**src/logic/uphyc_defines.vh**
```
// Behaviour
// - lower bit n written only when bit n+16 of same write is set
// - termination select bit 5 resets 0 (high speed), 1 full speed
// - transceiver select bits 4:3 reset 0: hs, fs, ls, ls-on-fs
// - opmode bits 2:1 reset 0: normal, non-driving, no stuff/nrzi, no sync/eop
// - suspend_n bit 0 resets 0 (suspended); write 1 for normal
// - high-byte stuffing enable bit 15 resets 1, used in opmode 11
// - low-byte stuffing enable bit 14 resets 1, used in opmode 11
// - quiescent test bit 13 resets 0; 1 powers down analog
// - per-port reset bit 12 resets 0; 1 holds tx/rx machines reset
// - reference source bits 11:10 reset 2; code 11 reserved
// - transmitter digital bypass select bit 9 resets 0
// - minus-line bypass driver enable bit 8 resets 0
// - bus valid threshold trim bits 7:5 reset 3
// - otg section disable bit 4 resets 0 (powered)
// - disconnect threshold trim bits 3:1 reset 1
// - common block power control bit 0 resets 1
// - rise/fall trim 15:14 resets 0; crossover 13:12 resets 1, 00 reserved
// - dc level trim 11:8 resets 6; source impedance 7:4 resets F
// - pre-emphasis enable bit 3 resets 1; squelch 2:0 resets 3
// - bits 15,14,13 reset 0: probe comparator, discharge, charge
// - bit 10 sleep_n, bit 8 retention_n, bit 9 reserved reads 0
// - ref frequency 7:5 resets 0, 110 reserved; preemp current 4:3
// - bit 2 enables software control of the phy
`ifndef UPHYC_DEFINES_VH
`define UPHYC_DEFINES_VH

`define UPHYC_OFS_UTMI 12'h118
`define UPHYC_OFS_CTLA 12'h11C
`define UPHYC_OFS_TUNEB 12'h120
`define UPHYC_OFS_PWRC 12'h124

// implemented (writable) bits of each low halfword
`define UPHYC_IMPL_UTMI 16'h003F
`define UPHYC_IMPL_CTLA 16'hFFFF
`define UPHYC_IMPL_TUNEB 16'hFFFF
`define UPHYC_IMPL_PWRC 16'hFDFC

`define UPHYC_RST_UTMI 16'h0000
`define UPHYC_RST_CTLA 16'hC863
`define UPHYC_RST_TUNEB 16'h16FB
`define UPHYC_RST_PWRC 16'h0000

`define UPHYC_REFSEL_LSB 10
`define UPHYC_REFSEL_RSVD 2'h3
`define UPHYC_XOVER_LSB 12
`define UPHYC_XOVER_RSVD 2'h0
`define UPHYC_FSEL_LSB 5
`define UPHYC_FSEL_RSVD 3'h6

`endif

```
**src/logic/uphyc_regs.v**
```verilog
// The strobed register port was decided locally.
`timescale 1ns/100ps
`default_nettype none
`include "uphyc_defines.vh"

module uphyc_regs #(
   parameter AW = 12
) (
   input wire clk,
   input wire arst_n,
   input wire [AW-1:0] addr,
   input wire [31:0] wdata,
   input wire wr,
   input wire rd,
   output reg [31:0] rdata,
   // utmi override
   output wire term_sel,
   output wire [1:0] xcvr_sel,
   output wire [1:0] op_mode,
   output wire suspend_n,
   // control word a
   output wire tx_stuff_hi_en,
   output wire tx_stuff_lo_en,
   output wire iddq_pd,
   output wire port_rst,
   output wire [1:0] ref_src_sel,
   output wire bypass_sel,
   output wire bypass_dm_en,
   output wire [2:0] vbus_vld_tune,
   output wire otg_pd,
   output wire [2:0] discon_tune,
   output wire common_on_n,
   // control word b
   output wire [1:0] rise_tune,
   output wire [1:0] xover_tune,
   output wire [3:0] dc_lvl_tune,
   output wire [3:0] fsls_imp_tune,
   output wire preemp_en,
   output wire [2:0] squelch_tune,
   // control word c
   output wire adp_probe_en,
   output wire adp_dischrg_en,
   output wire adp_chrg_en,
   output wire [1:0] src_imp_tune,
   output wire sleep_n,
   output wire retention_n,
   output wire [2:0] ref_freq_sel,
   output wire [1:0] preemp_amp,
   output wire soft_ctl_en,
   // opmode 11 qualified stuffing enables, for the byte datapath
   output wire stuff_hi_act,
   output wire stuff_lo_act
);

   reg [15:0] utmi_r;
   reg [15:0] ctla_r;
   reg [15:0] tuneb_r;
   reg [15:0] pwrc_r;
   reg [15:0] utmi_nxt;
   reg [15:0] ctla_nxt;
   reg [15:0] tuneb_nxt;
   reg [15:0] pwrc_nxt;
   reg [31:0] rdata_nxt;

   // enable halfword gates each low bit; it is never stored
   function [15:0] mwr;
      input [15:0] old;
      input [31:0] wd;
      input [15:0] impl;
      reg [15:0] en;
      begin
         en = wd[31:16] & impl;
         mwr = (old & ~en) | (wd[15:0] & en);
      end
   endfunction

   always @* begin
      utmi_nxt = utmi_r;
      ctla_nxt = ctla_r;
      tuneb_nxt = tuneb_r;
      pwrc_nxt = pwrc_r;
      if (wr) begin
         case (addr)
            `UPHYC_OFS_UTMI: begin
               utmi_nxt = mwr(utmi_r, wdata, `UPHYC_IMPL_UTMI);
            end
            `UPHYC_OFS_CTLA: begin
               ctla_nxt = mwr(ctla_r, wdata, `UPHYC_IMPL_CTLA);
               // a reserved source code would leave the pll unclocked
               if (ctla_nxt[`UPHYC_REFSEL_LSB+1:`UPHYC_REFSEL_LSB] ==
                   `UPHYC_REFSEL_RSVD) begin
                  ctla_nxt[`UPHYC_REFSEL_LSB+1:`UPHYC_REFSEL_LSB] =
                     ctla_r[`UPHYC_REFSEL_LSB+1:`UPHYC_REFSEL_LSB];
               end
            end
            `UPHYC_OFS_TUNEB: begin
               tuneb_nxt = mwr(tuneb_r, wdata, `UPHYC_IMPL_TUNEB);
               if (tuneb_nxt[`UPHYC_XOVER_LSB+1:`UPHYC_XOVER_LSB] ==
                   `UPHYC_XOVER_RSVD) begin
                  tuneb_nxt[`UPHYC_XOVER_LSB+1:`UPHYC_XOVER_LSB] =
                     tuneb_r[`UPHYC_XOVER_LSB+1:`UPHYC_XOVER_LSB];
               end
            end
            `UPHYC_OFS_PWRC: begin
               pwrc_nxt = mwr(pwrc_r, wdata, `UPHYC_IMPL_PWRC);
               if (pwrc_nxt[`UPHYC_FSEL_LSB+2:`UPHYC_FSEL_LSB] ==
                   `UPHYC_FSEL_RSVD) begin
                  pwrc_nxt[`UPHYC_FSEL_LSB+2:`UPHYC_FSEL_LSB] =
                     pwrc_r[`UPHYC_FSEL_LSB+2:`UPHYC_FSEL_LSB];
               end
            end
            default: begin
               utmi_nxt = utmi_r;
            end
         endcase
      end
   end

   always @* begin
      rdata_nxt = 32'h00000000;
      if (rd) begin
         case (addr)
            `UPHYC_OFS_UTMI: rdata_nxt = {16'h0000, utmi_r};
            `UPHYC_OFS_CTLA: rdata_nxt = {16'h0000, ctla_r};
            `UPHYC_OFS_TUNEB: rdata_nxt = {16'h0000, tuneb_r};
            `UPHYC_OFS_PWRC: rdata_nxt = {16'h0000, pwrc_r};
            default: rdata_nxt = 32'h00000000;
         endcase
      end
   end

   always @(posedge clk or negedge arst_n) begin
      if (!arst_n) begin
         utmi_r <= `UPHYC_RST_UTMI;
         ctla_r <= `UPHYC_RST_CTLA;
         tuneb_r <= `UPHYC_RST_TUNEB;
         pwrc_r <= `UPHYC_RST_PWRC;
         rdata <= 32'h00000000;
      end else begin
         utmi_r <= utmi_nxt;
         ctla_r <= ctla_nxt;
         tuneb_r <= tuneb_nxt;
         pwrc_r <= pwrc_nxt;
         rdata <= rdata_nxt;
      end
   end

   assign term_sel = utmi_r[5];
   assign xcvr_sel = utmi_r[4:3];
   assign op_mode = utmi_r[2:1];
   assign suspend_n = utmi_r[0];

   assign tx_stuff_hi_en = ctla_r[15];
   assign tx_stuff_lo_en = ctla_r[14];
   assign iddq_pd = ctla_r[13];
   assign port_rst = ctla_r[12];
   assign ref_src_sel = ctla_r[11:10];
   assign bypass_sel = ctla_r[9];
   assign bypass_dm_en = ctla_r[8];
   assign vbus_vld_tune = ctla_r[7:5];
   assign otg_pd = ctla_r[4];
   assign discon_tune = ctla_r[3:1];
   assign common_on_n = ctla_r[0];

   assign rise_tune = tuneb_r[15:14];
   assign xover_tune = tuneb_r[13:12];
   assign dc_lvl_tune = tuneb_r[11:8];
   assign fsls_imp_tune = tuneb_r[7:4];
   assign preemp_en = tuneb_r[3];
   assign squelch_tune = tuneb_r[2:0];

   assign adp_probe_en = pwrc_r[15];
   assign adp_dischrg_en = pwrc_r[14];
   assign adp_chrg_en = pwrc_r[13];
   assign src_imp_tune = pwrc_r[12:11];
   assign sleep_n = pwrc_r[10];
   assign retention_n = pwrc_r[8];
   assign ref_freq_sel = pwrc_r[7:5];
   assign preemp_amp = pwrc_r[4:3];
   assign soft_ctl_en = pwrc_r[2];

   // outside opmode 11 the phy stuffs on its own; enables only matter there
   assign stuff_hi_act = (utmi_r[2:1] != 2'h3) | ctla_r[15];
   assign stuff_lo_act = (utmi_r[2:1] != 2'h3) | ctla_r[14];

endmodule // uphyc_regs
`default_nettype wire

```
**config.mk**
```make
export PLATFORM = sky130hd
export DESIGN_NAME = uphyc_regs
export DESIGN_NICKNAME = d
export VERILOG_FILES = /design/src/logic/uphyc_regs.v
export VERILOG_INCLUDE_DIRS = /design/src /design/src/logic
export SDC_FILE = /design/constraint.sdc
export NUM_CORES = 1
export LEC_CHECK = 0
export BUFFER_PORTS_ARGS = -buffer_cell sky130_fd_sc_hd__buf_2
export CAP_MARGIN = 40
export CORE_MARGIN = 4
export CORE_UTILIZATION = 40
export DETAILED_ROUTE_END_ITERATION = 6
export PLACE_DENSITY_LB_ADDON = 0.3
export SETUP_SLACK_MARGIN = 0.4
export SLEW_MARGIN = 20
export SYNTH_ARGS = -nofsm -noshare
export SYNTH_HDL_FRONTEND = slang
export SYNTH_SLANG_ARGS = --single-unit
```
**constraint.sdc**
```tcl
create_clock -name clk -period 1.8 [get_ports clk]
set_clock_uncertainty 0.2 [all_clocks]
set_input_delay 0.36 -clock clk [delete_from_list [all_inputs] [get_ports clk]]
set_output_delay 0.36 -clock clk [all_outputs]
set_load 0.05 [all_outputs]
```
==> metrics.md <==
| Metric | Value |
|---|---|
| Largest net degree at the start of global routing | 35 |
| Sw Pwr | 0.8568 mW |
| Setup ws final | -156.3 ps |
| # setup viols final | 48 |
| Clk pwr share | 0.434 |
| Worst hold slack | about 74 ps |
| Die height | between 100 and 150 µm |
| Max Cap Violations | 0 |
| Residual DRC count | 0 |
| Clock root buffer | clkbuf_8 |
| Post-Syn Area | ~3400 µm² |
| CTS tree | yes |
| R2r startpoint | tuneb_r[12] |
| Die span in x | ~100 µm |
| Tmin final | between 1500 and 2000 ps |
| Syn-to-layout area delta | 84.47% |
| Die area | 10060 µm² |
| Comb pwr share | 0.113 |
| Cells after DPL | 533 |
| First-pass GRT wire length | roughly 17000 µm |
| Post-synthesis sequential area ratio | 0.4983 |
| Initial Util | 0.4126 |
| Number of global-route vias before repair | about 3400 |
| Via density | about 5.2 |
| Crit path DAT | around 2000 ps |
| Cells on worst reg2reg path | 4 |
| Post-Route WL | between 10000 and 15000 µm |
| Crit Path Max Fanout | 8 |
| RSZ-0062 raised after global routing | yes |
| Routed via count | between 3000 and 4000 |
| R2r setup slk | ~320 ps |
| Nets | 563 |
| Mean Syn Cell Area | between 10 and 15 µm² |
| FMAX | 0.5112 GHz |
| Kind of critical path | input pin to register |
| Congestion Overflow GR | 0 |
| Static Leak | approximately 3.3 nW |
| Clk slew on worst S/H paths | 80 ps |
| Critical path required time | 1830 ps |
| Worst setup EP type | register |
| DRT iter0 DRCs | between 150 and 200 |
| Synth Instances | a little over 300 |
| Synth Flop Type | dfrtp_1 |
| Clock buffer depth | 2 |
| WHS Path Cells | 2 |
| Initial antenna violation count | 0 |
| Max rail drop VDD | around 0.37 mV |
| Min-delay worst type | input pin to register |
| Top Ports | between 100 and 150 |
| Max H-tree Level | 3 |
| Proportion of layout cells with a drive suffix above 1 | 0.7077 |
| Synth cell types | 39 |
| Clk sinks | 67 |
| PortBufs | 116 |
| Outcome | complete, but fails checks |
| Clk_lat worst skew | between 300 and 400 ps |
| Core area | between 8000 and 9000 µm² |
| Antenna cells | 0 |
| Critical R2R Capture | tuneb_r[13] |
| CTS Buf Count | 9 |
| Async set-or-reset flop fraction in the synthesized netlist | 1.000 |
| Final Non-Filler Cells | roughly 630 |
| Failing checks | setup timing |
| Hold wc startpoint | wdata[9] |
| Post-DP HPWL | about 6800 µm |
| Cell Pwr Density | around 530 nW/µm² |
| Worst setup SP type | input pin |
| Final period utilization | 1.087 |
| Row count | 33 |
| Switching Share | 0.2566 |
| Seq cells post-synth | between 60 and 70 |
| Flop pwr share | 0.453 |
| Final-report hold violation count | 0 |
| Remaining antenna violation count | 0 |
| Max-slew violation count | 0 |
| Yosys warns | 0 |
| Final GP Congestion | 0.7839 |
| Total track usage | 0.2208 |
| P_int | 2.482 mW |
| Wire per inst | roughly 19 µm |
| Number of synthesized flops with an enable pin | 0 |
| Drt first pass iters | 4 |
==> layer usage <==
layer | track usage | up-vias | wire [µm]
li1 | - | 1466 | -
met1 | 0.2737 | 1620 | 4835
met2 | 0.3914 | 127 | 6094
met3 | 0.03475 | 28 | 604
met4 | 0.07150 | 0 | 350
met5 | 0 | - | 0
==> power groups by stage <==
stage | clock network, mW | registers (mW) | logic (mW)
5_1_grt | 1.53 | 1.51 | 0.402
3_5_place_dp | 0 | 1.54 | 0.310
3_3_place_gp | 0 | 1.54 | 0.306
6_report | 1.45 | 1.51 | 0.376
4_1_cts | 1.45 | 1.51 | 0.346
2_1_floorplan | 0 | 1.55 | 0.175
==> area by class of cell <==
class / instances / area, µm²
multi-input combinational: 216 / 2138
clock buffer: 12 / 155.1
fill: 523 / 1973
inverter: 4 / 15.01
clock inverter: 4 / 72.57
sequential: 67 / 1702
tap: 105 / 131.4
timing repair buffer: 217 / 2071
==> through the flow <==
stage	utilization	setup WS [ps]	instance area (µm²)	TNS, ps	power (mW)
after floorplan	-	-519.5	3661	-16500	1.725
after global placement	0.5274	-524.0	4355	-21820	1.846
after detailed placement	0.5274	-544.3	4355	-23170	1.851
after CTS	0.6976	-130.9	5761	-3082	3.314
after global routing	0.7611	-198.1	6285	-5745	3.443
final	0.7611	-156.3	6285	-4271	3.339
==> placed cells by master (no fill, tap or decap), types with 11 or more instances in the layout <==
| master | synthesis | layout |
|---|---|---|
| buf_8 | 0 | 22 |
| conb_1 | 1 | 16 |
| nand2_1 | 56 | 14 |
| nand3b_1 | 11 | 11 |
| mux2_4 | 6 | 44 |
| buf_4 | 17 | 74 |
| buf_6 | 2 | 69 |
| a21oi_2 | 0 | 11 |
| dfrtp_1 | 50 | 47 |
| dfstp_2 | 17 | 17 |
| mux2i_1 | 13 | 11 |
| buf_2 | 2 | 43 |
| clkbuf_8 | 0 | 11 |
| nand2_4 | 0 | 32 |
==> worst max path at each step <==
stage                       start  endpoint  slack, ps  cells after the start
final                     addr[1]  register       -160                      7
after global routing      addr[1]  register       -200                      7
after CTS                 addr[9]  register       -130                      6
after detailed placement  addr[7]  register       -540                      6
after global placement    addr[7]  register       -520                      6
after floorplan           addr[2]  register       -520                      6
==> cells in the mapped netlist, drive strengths merged (4+ instances only) <==
| library cell | n | area [µm²] |
|---|---|---|
| nand3b | 11 | 82.58 |
| nor2b | 5 | 31.28 |
| nor2 | 5 | 18.77 |
| nand2 | 56 | 210.2 |
| clkbuf | 9 | 33.78 |
| o22ai | 4 | 25.02 |
| nor4 | 4 | 76.32 |
| a22o | 9 | 78.83 |
| dfstp | 17 | 446.7 |
| mux2 | 44 | 518.0 |
| inv | 4 | 15.01 |
| dfrtp | 50 | 1251 |
| a31oi | 6 | 37.54 |
| mux2i | 13 | 130.1 |
| a21oi | 12 | 60.06 |
| buf | 22 | 163.9 |
==> cells by family after synthesis <==
| kind of cell | after synthesis | synth area share |
|---|---|---|
| and+or+nand+nor | 99 | 0.1616 |
| muxes | 57 | 0.1902 |
| DFF | 67 | 0.4983 |
| other | 1 | 0.001101 |
| buffers and inverters | 35 | 0.06243 |
| AOI/OAI and AO/OA | 44 | 0.08630 |
==> what timing repair did <==
item / in CTS / in global routing
resized for setup: 221 / 70
gates cloned: 1 / 3
setup endpoints to repair: 132 / 132
setup buffers: 51 / 20
endpoints found under the hold margin: 50 / 0
pin swaps: 13 / 10
hold buffers: 1 / 0
==> critical path, cell delays in order <==
cell	delay, ps
buf_6	90
or4b_4	550
nor4_4	280
buf_4	170
clkbuf_16	180
nand2_4	50
mux2_4	290
Note: power is estimated with default switching activity, not from simulation.
